<file path="src/design/mtcs_pkg.sv">
`default_nettype none
package mtcs_pkg;
    // register map on the wishbone slave (byte addresses, one word each)
    localparam logic [3:0]  TRAP_CTRL_STAT_OFS = 4'h0;
    localparam logic [3:0]  IRQ_STATUS_OFS     = 4'h4;
    localparam logic [3:0]  IRQ_MASK_OFS       = 4'h8;
    localparam logic [3:0]  TRAP_CAUSE_OFS     = 4'hC;
    localparam logic [31:0] UNMAPPED_READ      = 32'h0000_0000;

    // field positions of the trap control/status register
    localparam int NESTING_DISABLE_BIT   = 15;
    localparam int ACC_A_OVF_FLAG_BIT    = 14;
    localparam int ACC_B_OVF_FLAG_BIT    = 13;
    localparam int ACC_A_CAT_FLAG_BIT    = 12;
    localparam int ACC_B_CAT_FLAG_BIT    = 11;
    localparam int ACC_A_OVF_TRAP_EN_BIT = 10;
    localparam int ACC_B_OVF_TRAP_EN_BIT = 9;
    localparam int CAT_TRAP_EN_BIT       = 8;
    localparam int SHIFT_ERR_FLAG_BIT    = 7;

    // bits 15..1 implemented, hardware-set flags in bits 14..11 and 7; bit 0 unimplemented
    localparam logic [15:0] TCS_RESET     = 16'h0000;
    localparam logic [15:0] TCS_IMPL_MASK = 16'hFFFE;
    localparam logic [15:0] TCS_FLAG_MASK = 16'h7880;

    // interrupt status/mask layout: one bit per trap event
    localparam int IRQ_ACC_A_OVF = 0;
    localparam int IRQ_ACC_B_OVF = 1;
    localparam int IRQ_ACC_A_CAT = 2;
    localparam int IRQ_ACC_B_CAT = 3;
    localparam int IRQ_SHIFT_ERR = 4;
    localparam int IRQ_WIDTH     = 5;
    localparam logic [4:0] IRQ_RESET = 5'h00;
endpackage : mtcs_pkg
`default_nettype wire

</file>
<file path="src/design/mtcs_sticky.sv">
`default_nettype none
// one sticky flag: hardware set wins over software clear
module mtcs_sticky (
    input  wire logic CLK,        // core clock
    input  wire logic RST_N,      // sync reset, active low
    input  wire logic hw_set,     // hardware event
    input  wire logic sw_wr,      // software write of a value
    input  wire logic sw_val,     // value written
    output var  logic flag        // flag
);
    typedef struct packed {
        logic q;
    } mtcs_sticky_state_t;

    mtcs_sticky_state_t st_reg;
    mtcs_sticky_state_t st_next;

    // set beats a write so an event in the clearing cycle is kept
    always_comb begin
        st_next = st_reg;
        if (sw_wr) begin
            st_next.q = sw_val;
        end
        if (hw_set) begin
            st_next.q = 1'b1;
        end
    end

    always_ff @(posedge CLK) begin
        if (!RST_N) begin
            st_reg <= '0;
        end else begin
            st_reg <= st_next;
        end
    end

    assign flag = st_reg.q;
endmodule : mtcs_sticky
`default_nettype wire

</file>
<file path="src/design/mtcs_top.sv">
// Chosen here: the Wishbone slave port and the address map.
`default_nettype none
module mtcs_top (
    input  wire logic        CLK,            // 20 MHz core clock
    input  wire logic        RST_N,          // sync reset, active low
    input  wire logic        WB_CYC_I,       // wishbone cycle
    input  wire logic        WB_STB_I,       // wishbone strobe
    input  wire logic        WB_WE_I,        // wishbone write
    input  wire logic [3:0]  WB_ADR_I,       // wishbone byte address
    input  wire logic [3:0]  WB_SEL_I,       // wishbone byte lanes
    input  wire logic [31:0] WB_DAT_I,       // wishbone write data
    output var  logic [31:0] WB_DAT_O,       // wishbone read data
    output var  logic        WB_ACK_O,       // wishbone acknowledge
    input  wire logic        ACC_A_OVF,      // accumulator A overflow event
    input  wire logic        ACC_B_OVF,      // accumulator B overflow event
    input  wire logic        ACC_A_CAT,      // accumulator A catastrophic event
    input  wire logic        ACC_B_CAT,      // accumulator B catastrophic event
    input  wire logic        SHIFT_ERR,      // invalid accumulator shift event
    input  wire logic        IN_HANDLER,     // a handler is executing
    input  wire logic        IRQ_PENDING,    // an interrupt is pending
    output var  logic        TRAP_REQ,       // math trap request, level
    output var  logic        PREEMPT_OK,     // pending interrupt may preempt
    output var  logic [15:0] TRAP_CTRL_STAT, // register contents
    output var  logic        IRQ             // unmasked status interrupt
);
    typedef struct packed {
        logic [15:0] tcs;
        logic [4:0]  irq_status;
        logic [4:0]  irq_mask;
        logic [4:0]  cause;
        logic [31:0] dat;
        logic        ack;
        logic        trap_req;
        logic        preempt_ok;
        logic        irq;
    } mtcs_state_t;

    mtcs_state_t st_reg;
    mtcs_state_t st_next;

    // byte-lane merge of a 16-bit field
    function automatic logic [15:0] lane_merge(input logic [15:0] old_v,
                                               input logic [31:0] wd,
                                               input logic [3:0]  sel);
        logic [15:0] r;
        r = old_v;
        if (sel[0]) begin
            r[7:0] = wd[7:0];
        end
        if (sel[1]) begin
            r[15:8] = wd[15:8];
        end
        return r;
    endfunction : lane_merge

    // register image with the flag bits taken from the sticky cells
    function automatic logic [15:0] with_flags(input logic [15:0] img,
                                               input logic [4:0]  f);
        logic [15:0] r;
        r = img;
        r[mtcs_pkg::ACC_A_OVF_FLAG_BIT] = f[mtcs_pkg::IRQ_ACC_A_OVF];
        r[mtcs_pkg::ACC_B_OVF_FLAG_BIT] = f[mtcs_pkg::IRQ_ACC_B_OVF];
        r[mtcs_pkg::ACC_A_CAT_FLAG_BIT] = f[mtcs_pkg::IRQ_ACC_A_CAT];
        r[mtcs_pkg::ACC_B_CAT_FLAG_BIT] = f[mtcs_pkg::IRQ_ACC_B_CAT];
        r[mtcs_pkg::SHIFT_ERR_FLAG_BIT] = f[mtcs_pkg::IRQ_SHIFT_ERR];
        return r;
    endfunction : with_flags

    logic        req;
    logic        wr_tcs;
    logic [15:0] wr_val;
    logic [4:0]  ev;
    logic [4:0]  ev_flag;
    logic [4:0]  flag_q;
    logic [4:0]  flag_wdata;
    logic        a_ovf_trap;
    logic        b_ovf_trap;
    logic        cat_trap;

    // a new request only when ack is low, so ack is never high two cycles running
    assign req    = WB_CYC_I && WB_STB_I && !st_reg.ack;
    assign wr_tcs = req && WB_WE_I && (WB_ADR_I == mtcs_pkg::TRAP_CTRL_STAT_OFS);
    // unwritten lanes keep the live flags: the image lags the sticky cells a cycle
    assign wr_val = lane_merge(with_flags(st_reg.tcs, flag_q), WB_DAT_I, WB_SEL_I)
                    & mtcs_pkg::TCS_IMPL_MASK;

    // enables gate the overflow causes before they become traps
    assign a_ovf_trap = ACC_A_OVF && st_reg.tcs[mtcs_pkg::ACC_A_OVF_TRAP_EN_BIT];
    assign b_ovf_trap = ACC_B_OVF && st_reg.tcs[mtcs_pkg::ACC_B_OVF_TRAP_EN_BIT];
    assign cat_trap   = st_reg.tcs[mtcs_pkg::CAT_TRAP_EN_BIT];

    // a flag is set only by the cause of a trap that is taken
    assign ev[mtcs_pkg::IRQ_ACC_A_OVF] = a_ovf_trap;
    assign ev[mtcs_pkg::IRQ_ACC_B_OVF] = b_ovf_trap;
    assign ev[mtcs_pkg::IRQ_ACC_A_CAT] = ACC_A_CAT && cat_trap;
    assign ev[mtcs_pkg::IRQ_ACC_B_CAT] = ACC_B_CAT && cat_trap;
    assign ev[mtcs_pkg::IRQ_SHIFT_ERR] = SHIFT_ERR;
    assign ev_flag = ev;

    assign flag_wdata = {wr_val[mtcs_pkg::SHIFT_ERR_FLAG_BIT],
                         wr_val[mtcs_pkg::ACC_B_CAT_FLAG_BIT],
                         wr_val[mtcs_pkg::ACC_A_CAT_FLAG_BIT],
                         wr_val[mtcs_pkg::ACC_B_OVF_FLAG_BIT],
                         wr_val[mtcs_pkg::ACC_A_OVF_FLAG_BIT]};

    // one sticky cell per flag; a new event overrides a software write
    genvar gi;
    generate
        for (gi = 0; gi < mtcs_pkg::IRQ_WIDTH; gi++) begin : g_flag
            mtcs_sticky u_flag (
                .CLK     (CLK),
                .RST_N   (RST_N),
                .hw_set  (ev_flag[gi]),
                .sw_wr   (wr_tcs),
                .sw_val  (flag_wdata[gi]),
                .flag    (flag_q[gi])
            );
        end
    endgenerate

    // register update, bus answer and trap outputs
    always_comb begin
        st_next = st_reg;
        st_next.ack = req;
        if (wr_tcs) begin
            st_next.tcs = wr_val & ~mtcs_pkg::TCS_FLAG_MASK;
        end
        st_next.tcs = with_flags(st_next.tcs, flag_q);
        st_next.tcs[0] = 1'b0;
        // interrupt status: set wins over write-one-to-clear
        if (req && WB_WE_I && WB_SEL_I[0]
            && WB_ADR_I == mtcs_pkg::IRQ_STATUS_OFS) begin
            st_next.irq_status = st_reg.irq_status & ~WB_DAT_I[4:0];
        end
        st_next.irq_status = st_next.irq_status | ev;
        if (req && WB_WE_I && WB_SEL_I[0]
            && WB_ADR_I == mtcs_pkg::IRQ_MASK_OFS) begin
            st_next.irq_mask = WB_DAT_I[4:0];
        end
        // last trap causes seen, kept for software
        if (|ev) begin
            st_next.cause = ev;
        end
        st_next.dat = mtcs_pkg::UNMAPPED_READ;
        if (req && !WB_WE_I) begin
            unique case (WB_ADR_I)
                mtcs_pkg::TRAP_CTRL_STAT_OFS: st_next.dat = {16'h0000, st_reg.tcs};
                mtcs_pkg::IRQ_STATUS_OFS:     st_next.dat = {27'h0000000, st_reg.irq_status};
                mtcs_pkg::IRQ_MASK_OFS:       st_next.dat = {27'h0000000, st_reg.irq_mask};
                mtcs_pkg::TRAP_CAUSE_OFS:     st_next.dat = {27'h0000000, st_reg.cause};
                default:                      st_next.dat = mtcs_pkg::UNMAPPED_READ;
            endcase
        end
        st_next.trap_req = |ev;
        // nesting disable refuses preemption while a handler runs
        st_next.preempt_ok = IRQ_PENDING
            && !(IN_HANDLER && st_reg.tcs[mtcs_pkg::NESTING_DISABLE_BIT]);
        st_next.irq = |(st_next.irq_status & st_next.irq_mask);
    end

    always_ff @(posedge CLK) begin
        if (!RST_N) begin
            st_reg <= '{tcs: mtcs_pkg::TCS_RESET, irq_status: mtcs_pkg::IRQ_RESET,
                        irq_mask: mtcs_pkg::IRQ_RESET, cause: mtcs_pkg::IRQ_RESET,
                        dat: mtcs_pkg::UNMAPPED_READ, default: 1'b0};
        end else begin
            st_reg <= st_next;
        end
    end

    assign WB_DAT_O       = st_reg.dat;
    assign WB_ACK_O       = st_reg.ack;
    assign TRAP_REQ       = st_reg.trap_req;
    assign PREEMPT_OK     = st_reg.preempt_ok;
    assign TRAP_CTRL_STAT = st_reg.tcs;
    assign IRQ            = st_reg.irq;
endmodule : mtcs_top
`default_nettype wire

</file>
<file path="config.mk">
export PLATFORM = sky130hd
export DESIGN_NAME = mtcs_top
export DESIGN_NICKNAME = d
export VERILOG_FILES = /design/src/design/mtcs_pkg.sv /design/src/design/mtcs_sticky.sv /design/src/design/mtcs_top.sv
export SDC_FILE = /design/constraint.sdc
export NUM_CORES = 1
export LEC_CHECK = 0
export BUFFER_PORTS_ARGS = -buffer_cell sky130_fd_sc_hd__buf_2
export CAP_MARGIN = 20
export CORE_ASPECT_RATIO = 1.5
export CORE_UTILIZATION = 25
export CTS_CLUSTER_DIAMETER = 120
export DETAILED_ROUTE_END_ITERATION = 7
export PLACE_DENSITY = 0.56
export SLEW_MARGIN = 20
export SYNTH_ARGS = -nofsm -noshare
export SYNTH_HDL_FRONTEND = slang
export SYNTH_SLANG_ARGS = --single-unit
</file>
<file path="constraint.sdc">
create_clock -name CLK -period 4 [get_ports CLK]
set_input_delay 0.8 -clock CLK [delete_from_list [all_inputs] [get_ports CLK]]
set_output_delay 0.8 -clock CLK [all_outputs]
set_load 0.01 [all_outputs]
</file>
Yosys cells after proc, flatten, opt, wreduce, memory -nomap -nowiden
Index checks and enable logic that the tools add are counted.
Cells by class
  eq/ne operators: 3
  muxes and demuxes: 15
  bitwise operators: 4
  reduce and logical (&&, ||, !) cells: 38
Operators by type and width (number)
  $pmux W16 S4: 1
  $reduce_bool A2 Y1: 10
  $mux W8: 2
  $reduce_and A2 Y1: 8
  $logic_and A1 B1 Y1: 14
  $and A5 B5 Y5: 2
  $mux W1: 10
  $mux W5: 2
  $reduce_or A5 Y1: 2
  $eq A4 B4 Y1 const B: 2
  $not A5 Y5: 1
  $or A5 B5 Y5: 1
  $eq A4 B3 Y1 const B: 1
  $logic_not A4 Y1: 1
  $logic_not A1 Y1: 3
Word-level totals
  flip-flop bits (word level): 72
  input port bits: 52
  output and inout bits: 52

Logic depth before layout (Yosys ltp)
  depth in word-level cells: 9
  mapped depth: 6
  depth with buffers taken out: 5

Cells and area by module
Synthesis repeated with hierarchy kept, for this count alone.
Unflattened totals
  cell total of the unflattened synthesis: 258
  area, all modules: 2439.8 um^2
Modules (own cells, without submodules)
  mtcs_top: times used 1, cells an instance 243, area each 2245.9 um^2, seq. area each 1001.0 um^2
  mtcs_sticky: times used 5, cells an instance 3, area each 38.8 um^2, seq. area each 20.0 um^2

Worst setup path before layout
No wires, ideal clock.
  kind: input to register
  start: input port WB_ADR_I[3]
  end: register st_reg, in the netlist IRQ
  setup time: 0.125 ns
  arrival: 2.012 ns
  data required time: 3.875 ns
  path slack: 1.863 ns
  cell stages on the path: 6
  buffers on the path: 1
  cell sequence: buf_6 nor4b_4 and3_4 a31oi_1 nor2b_1 o41a_1
On the way
  cells in the longest elaborated chain, start to end: 6
  elaborated cells on any way between the ends: 9
  classes of those cells: 2 x eq/ne; 2 x mux; 2 x bitwise; 3 x reduce/logical
Ends and longest elaborated chain
  start, declared: RTL line mtcs_top.sv:9  | input wire logic [3:0] WB_ADR_I,
  $eq A4 B3 Y1: RTL line mtcs_top.sv:132  | && WB_ADR_I == mtcs_pkg::IRQ_STATUS_OFS) begin
  $logic_and A1 B1 Y1: RTL line mtcs_top.sv:132
  $mux W5: RTL line mtcs_top.sv:131  | if (req && WB_WE_I && WB_SEL_I[0]
  $or A5 B5 Y5: RTL line mtcs_top.sv:135  | st_next.irq_status = st_next.irq_status | ev;
  $and A5 B5 Y5 (*): RTL line mtcs_top.sv:158  | st_next.irq = |(st_next.irq_status & st_next.irq_mask);
  $reduce_or A5 Y1 (*): RTL line mtcs_top.sv:158
  end signal, assigned: RTL line mtcs_top.sv:163  | st_reg <= '{tcs: mtcs_pkg::TCS_RESET, irq_status: mtcs_pkg::IRQ_RESET,
  end signal, assigned: RTL line mtcs_top.sv:167  | st_reg <= st_next;
  end, declared: RTL line mtcs_top.sv:38  | mtcs_state_t st_reg;
Mark *: on every way between the ends. The rest lies on a longest branch, timed or not.
A chain may end at the register's enable or synchronous reset.

Final worst setup path
  start: input port WB_ADR_I[3]
  end: register g_flag[3].u_flag.st_reg
On the way
  cells in the longest elaborated chain, start to end: 4
Ends and longest elaborated chain
  $logic_not A4 Y1: RTL line mtcs_top.sv:82  | assign wr_tcs = req && WB_WE_I && (WB_ADR_I == mtcs_pkg::TRAP_CTRL_STAT_OFS);
  $logic_and A1 B1 Y1: RTL line mtcs_top.sv:82
  $reduce_bool A2 Y1 (no line)
  $reduce_and A2 Y1 (no line)
  end signal, assigned: RTL line mtcs_sticky.sv:33  | st_reg <= st_next;
  end, declared: RTL line mtcs_sticky.sv:15  | mtcs_sticky_state_t st_reg;
No other way between the ends.

==> results.md <==
* DR iter-0 viols at 48
* Async set-reset flop share out of synthesis at 0
* Most area-consuming cells after synthesis: dfxtp_1, buf_4, mux2i_1, mux4_1, and2_1
* Final setup viols at 0
* Clock Skews at 4.82 ps
* Chip Width at 81.9 µm
* Largest family of logic cells by synthesized area: buffers and inverters
* Area growth syn-to-layout at 13.0%
* P_leak at 1.36 nW
* Worst min path class: reg -> reg
* Adder and majority cell fraction of the synthesized area at 0
* Drt first pass iters at 4
* Crit path DAT at 2380 ps
* Status: complete, no violations
* Clock buffer depth at 2
* Worst hold start: TRAP_CTRL_STAT[12]
* Gate power share at 0.052
* Post-synthesis xor/xnor area fraction at 0
* Wirelength, routed at 5.11 mm
* Area post-placement at 0.00253 mm²
* Number of fill cells at 1,006
* Fin area at 0.00271 mm²
* Clock-pin slew on the worst setup and hold paths at 70 ps
* Commonest cells in the netlist: dfxtp_1, buf_4, nor2_1, mux2i_1, and2_1
* Slew headroom at 0.343
* # diodes at 0
* Synth Flop Type: dfxtp_1
* Die Height at 122 µm
* Ratio of cells with drive above 1 in the final layout at 0.314
* Routed length per placed instance at 13.3 µm
* TritonCTS clock tree: built
* Sequential Area at 0.00110 mm²
* Cell Pwr Density at 412 mW/mm²
* Cell area after synthesis at 0.00240 mm²
* GRT Overall Usage at 0.110
* Tightest Pin Transition at 985 ps
* Reg2reg start: WB_ACK_O
* Drt drc at 0
* Fmax at 0.446 GHz
* Hold Fails Final Rpt at 0
* Area share of and/or/nand/nor cells after synthesis at 0.174
* Total of max-cap violations at 0
* CTS resizes at 0
* GR Overflow Total at 0
* Minimum clock period after layout at 2240 ps
* Final ANT Viol Nets at 0
* Cts hold-fix bufs at 0
* Max VDD drop at 166 µV
* Kind of capture point of the worst setup path: flop
* Compound-Gate Fraction of Synth Area at 0.0569
* Row cnt at 43
* Input/output buffers at 68
* Nets at 322
* Largest net degree at the start of global routing at 31
* GPL Wtd Cong at 0.847
* Core area at 0.00925 mm²
* Critical path data required time at 4130 ps
* Startpoint types: primary input
* Yosys top cell by area: dfxtp_1
* RSZ-0062 raised after global routing: no
* Worst R2R Path Depth at 5
* Internal cell power at 0.000885 W
* Gate Count Post-Synth at 234
* Post-DP HPWL at 3.97 mm
* Avg Inst Size Synth at 10.2 µm²
* Ports at 104
* Top-count cell post-synth: dfxtp_1
* DR vias at 1,627
* Hold EP: WB_DAT_O[12]
* Number of flip-flops in the largest register at 16
* Final Cycle Share at 0.561
* Synth top area share at 0.460
* Vias per cell at 4.25
* Critical path fanouts, max at 9
* Yosys reg bits at 55
* Sequential-to-total area share from yosys stat at 0.460
* Initial Util at 0.259
* Hold path cells at 1
* Sw frac at 0.207
* Setup TNS at 0 ps
* Post-synth EDFFs at 0
* Kind of critical path: in -> reg
* Clk pwr share at 0.452
* Netlist cell types at 35
* Warning count from the yosys run at 0
* Proportion of synthesized area in mux cells at 0.132
* Dpl cells at 375
* First-pass GRT wire length at 7.85 mm
* Area taken by multi-input logic gates at 933 µm²
* Post-CTS Setup Bufs at 0
* Pins Over Slew Limit at 0
* Worst reg2reg endpoint: IRQ
* R2R setup slack at 2090 ps
* Initial antenna violation count at 0
* Total CTS buffers at 5
* Worst-Skew Late Latency at 290 ps
* Number of H-tree levels at 2
* Seq pwr share at 0.496
* Net switching power at 0.000231 W
* Non-filler cells, final at 383
* Clk root buf: clkbuf_16
* Clk sinks at 55
* Full die area at 0.00999 mm²
* Vias in the first global route at 1,571
## logic make-up after synthesis
family / after synthesis
other: 1
buffers and inverters: 59
muxes: 25
and+or+nand+nor: 71
DFF: 55
AOI/OAI and AO/OA: 23
## placed cells by master (no fill, tap or decap), types with 5 or more instances in the layout
cell type  count
mux2i_1       20
conb_1        17
buf_2         68
nor2_1        24
nand2_1       10
a21oi_1       15
clkbuf_16      5
nor2b_1        5
dfxtp_1       55
and2_1        16
## metal layers
layer / vias up / routed length (µm) / GRT usage
met5: - / 0 / 0
met4: 0 / 186 / 0.0735
met3: 12 / 285 / 0.0300
met2: 60 / 2790 / 0.194
met1: 763 / 1850 / 0.110
li1: 792 / - / -
## how the worst max path moves through the flow
stage | from | end | slack, ps | cells past startpoint
after floorplan | WB_ADR_I[3] | IRQ | 1860 | 6
after global placement | WB_ADR_I[3] | g_flag[3].u_flag.flag | 1520 | 5
after detailed placement | WB_ADR_I[3] | g_flag[3].u_flag.flag | 1440 | 5
after CTS | WB_ADR_I[3] | g_flag[3].u_flag.flag | 1740 | 5
after global routing | WB_ADR_I[3] | g_flag[2].u_flag.flag | 1580 | 5
final | WB_ADR_I[3] | g_flag[3].u_flag.flag | 1760 | 5
## power by group through the flow
| stage | combinational [W] | clock [W] | sequential, W |
|---|---|---|---|
| detailed placement | 0.0000585 | 0 | 0.000567 |
| global placement | 0.0000577 | 0 | 0.000566 |
| floorplan | 0.0000437 | 0 | 0.000567 |
| global route | 0.0000644 | 0.000541 | 0.000554 |
| CTS | 0.0000587 | 0.000523 | 0.000554 |
| finish | 0.0000578 | 0.000504 | 0.000554 |
## critical path, stage by stage
cell     delay, ps
buf_2          190
nor4_1         630
nand3_2        400
mux2i_1        260
a21oi_1         80
## per-stage QoR
stage	utilization	setup WS, ps	hold WS [ps]	total power, W
2_1_floorplan	-	1860	430	0.000611
3_3_place_gp	0.274	1520	435	0.000624
3_5_place_dp	0.274	1440	435	0.000625
4_1_cts	0.293	1740	446	0.00114
5_1_grt	0.293	1580	470	0.00116
6_report	0.293	1760	446	0.00112
## area by class of cell
type                       instances  share of cell area
sequential                        55               0.407
multi-input combinational        136               0.345
timing repair buffer              69               0.128
tap                              112              0.0518
clock buffer                       6              0.0513
clock inverter                     2              0.0129
inverter                           3             0.00416
No activity file was read; power rests on OpenSTA's default activity.
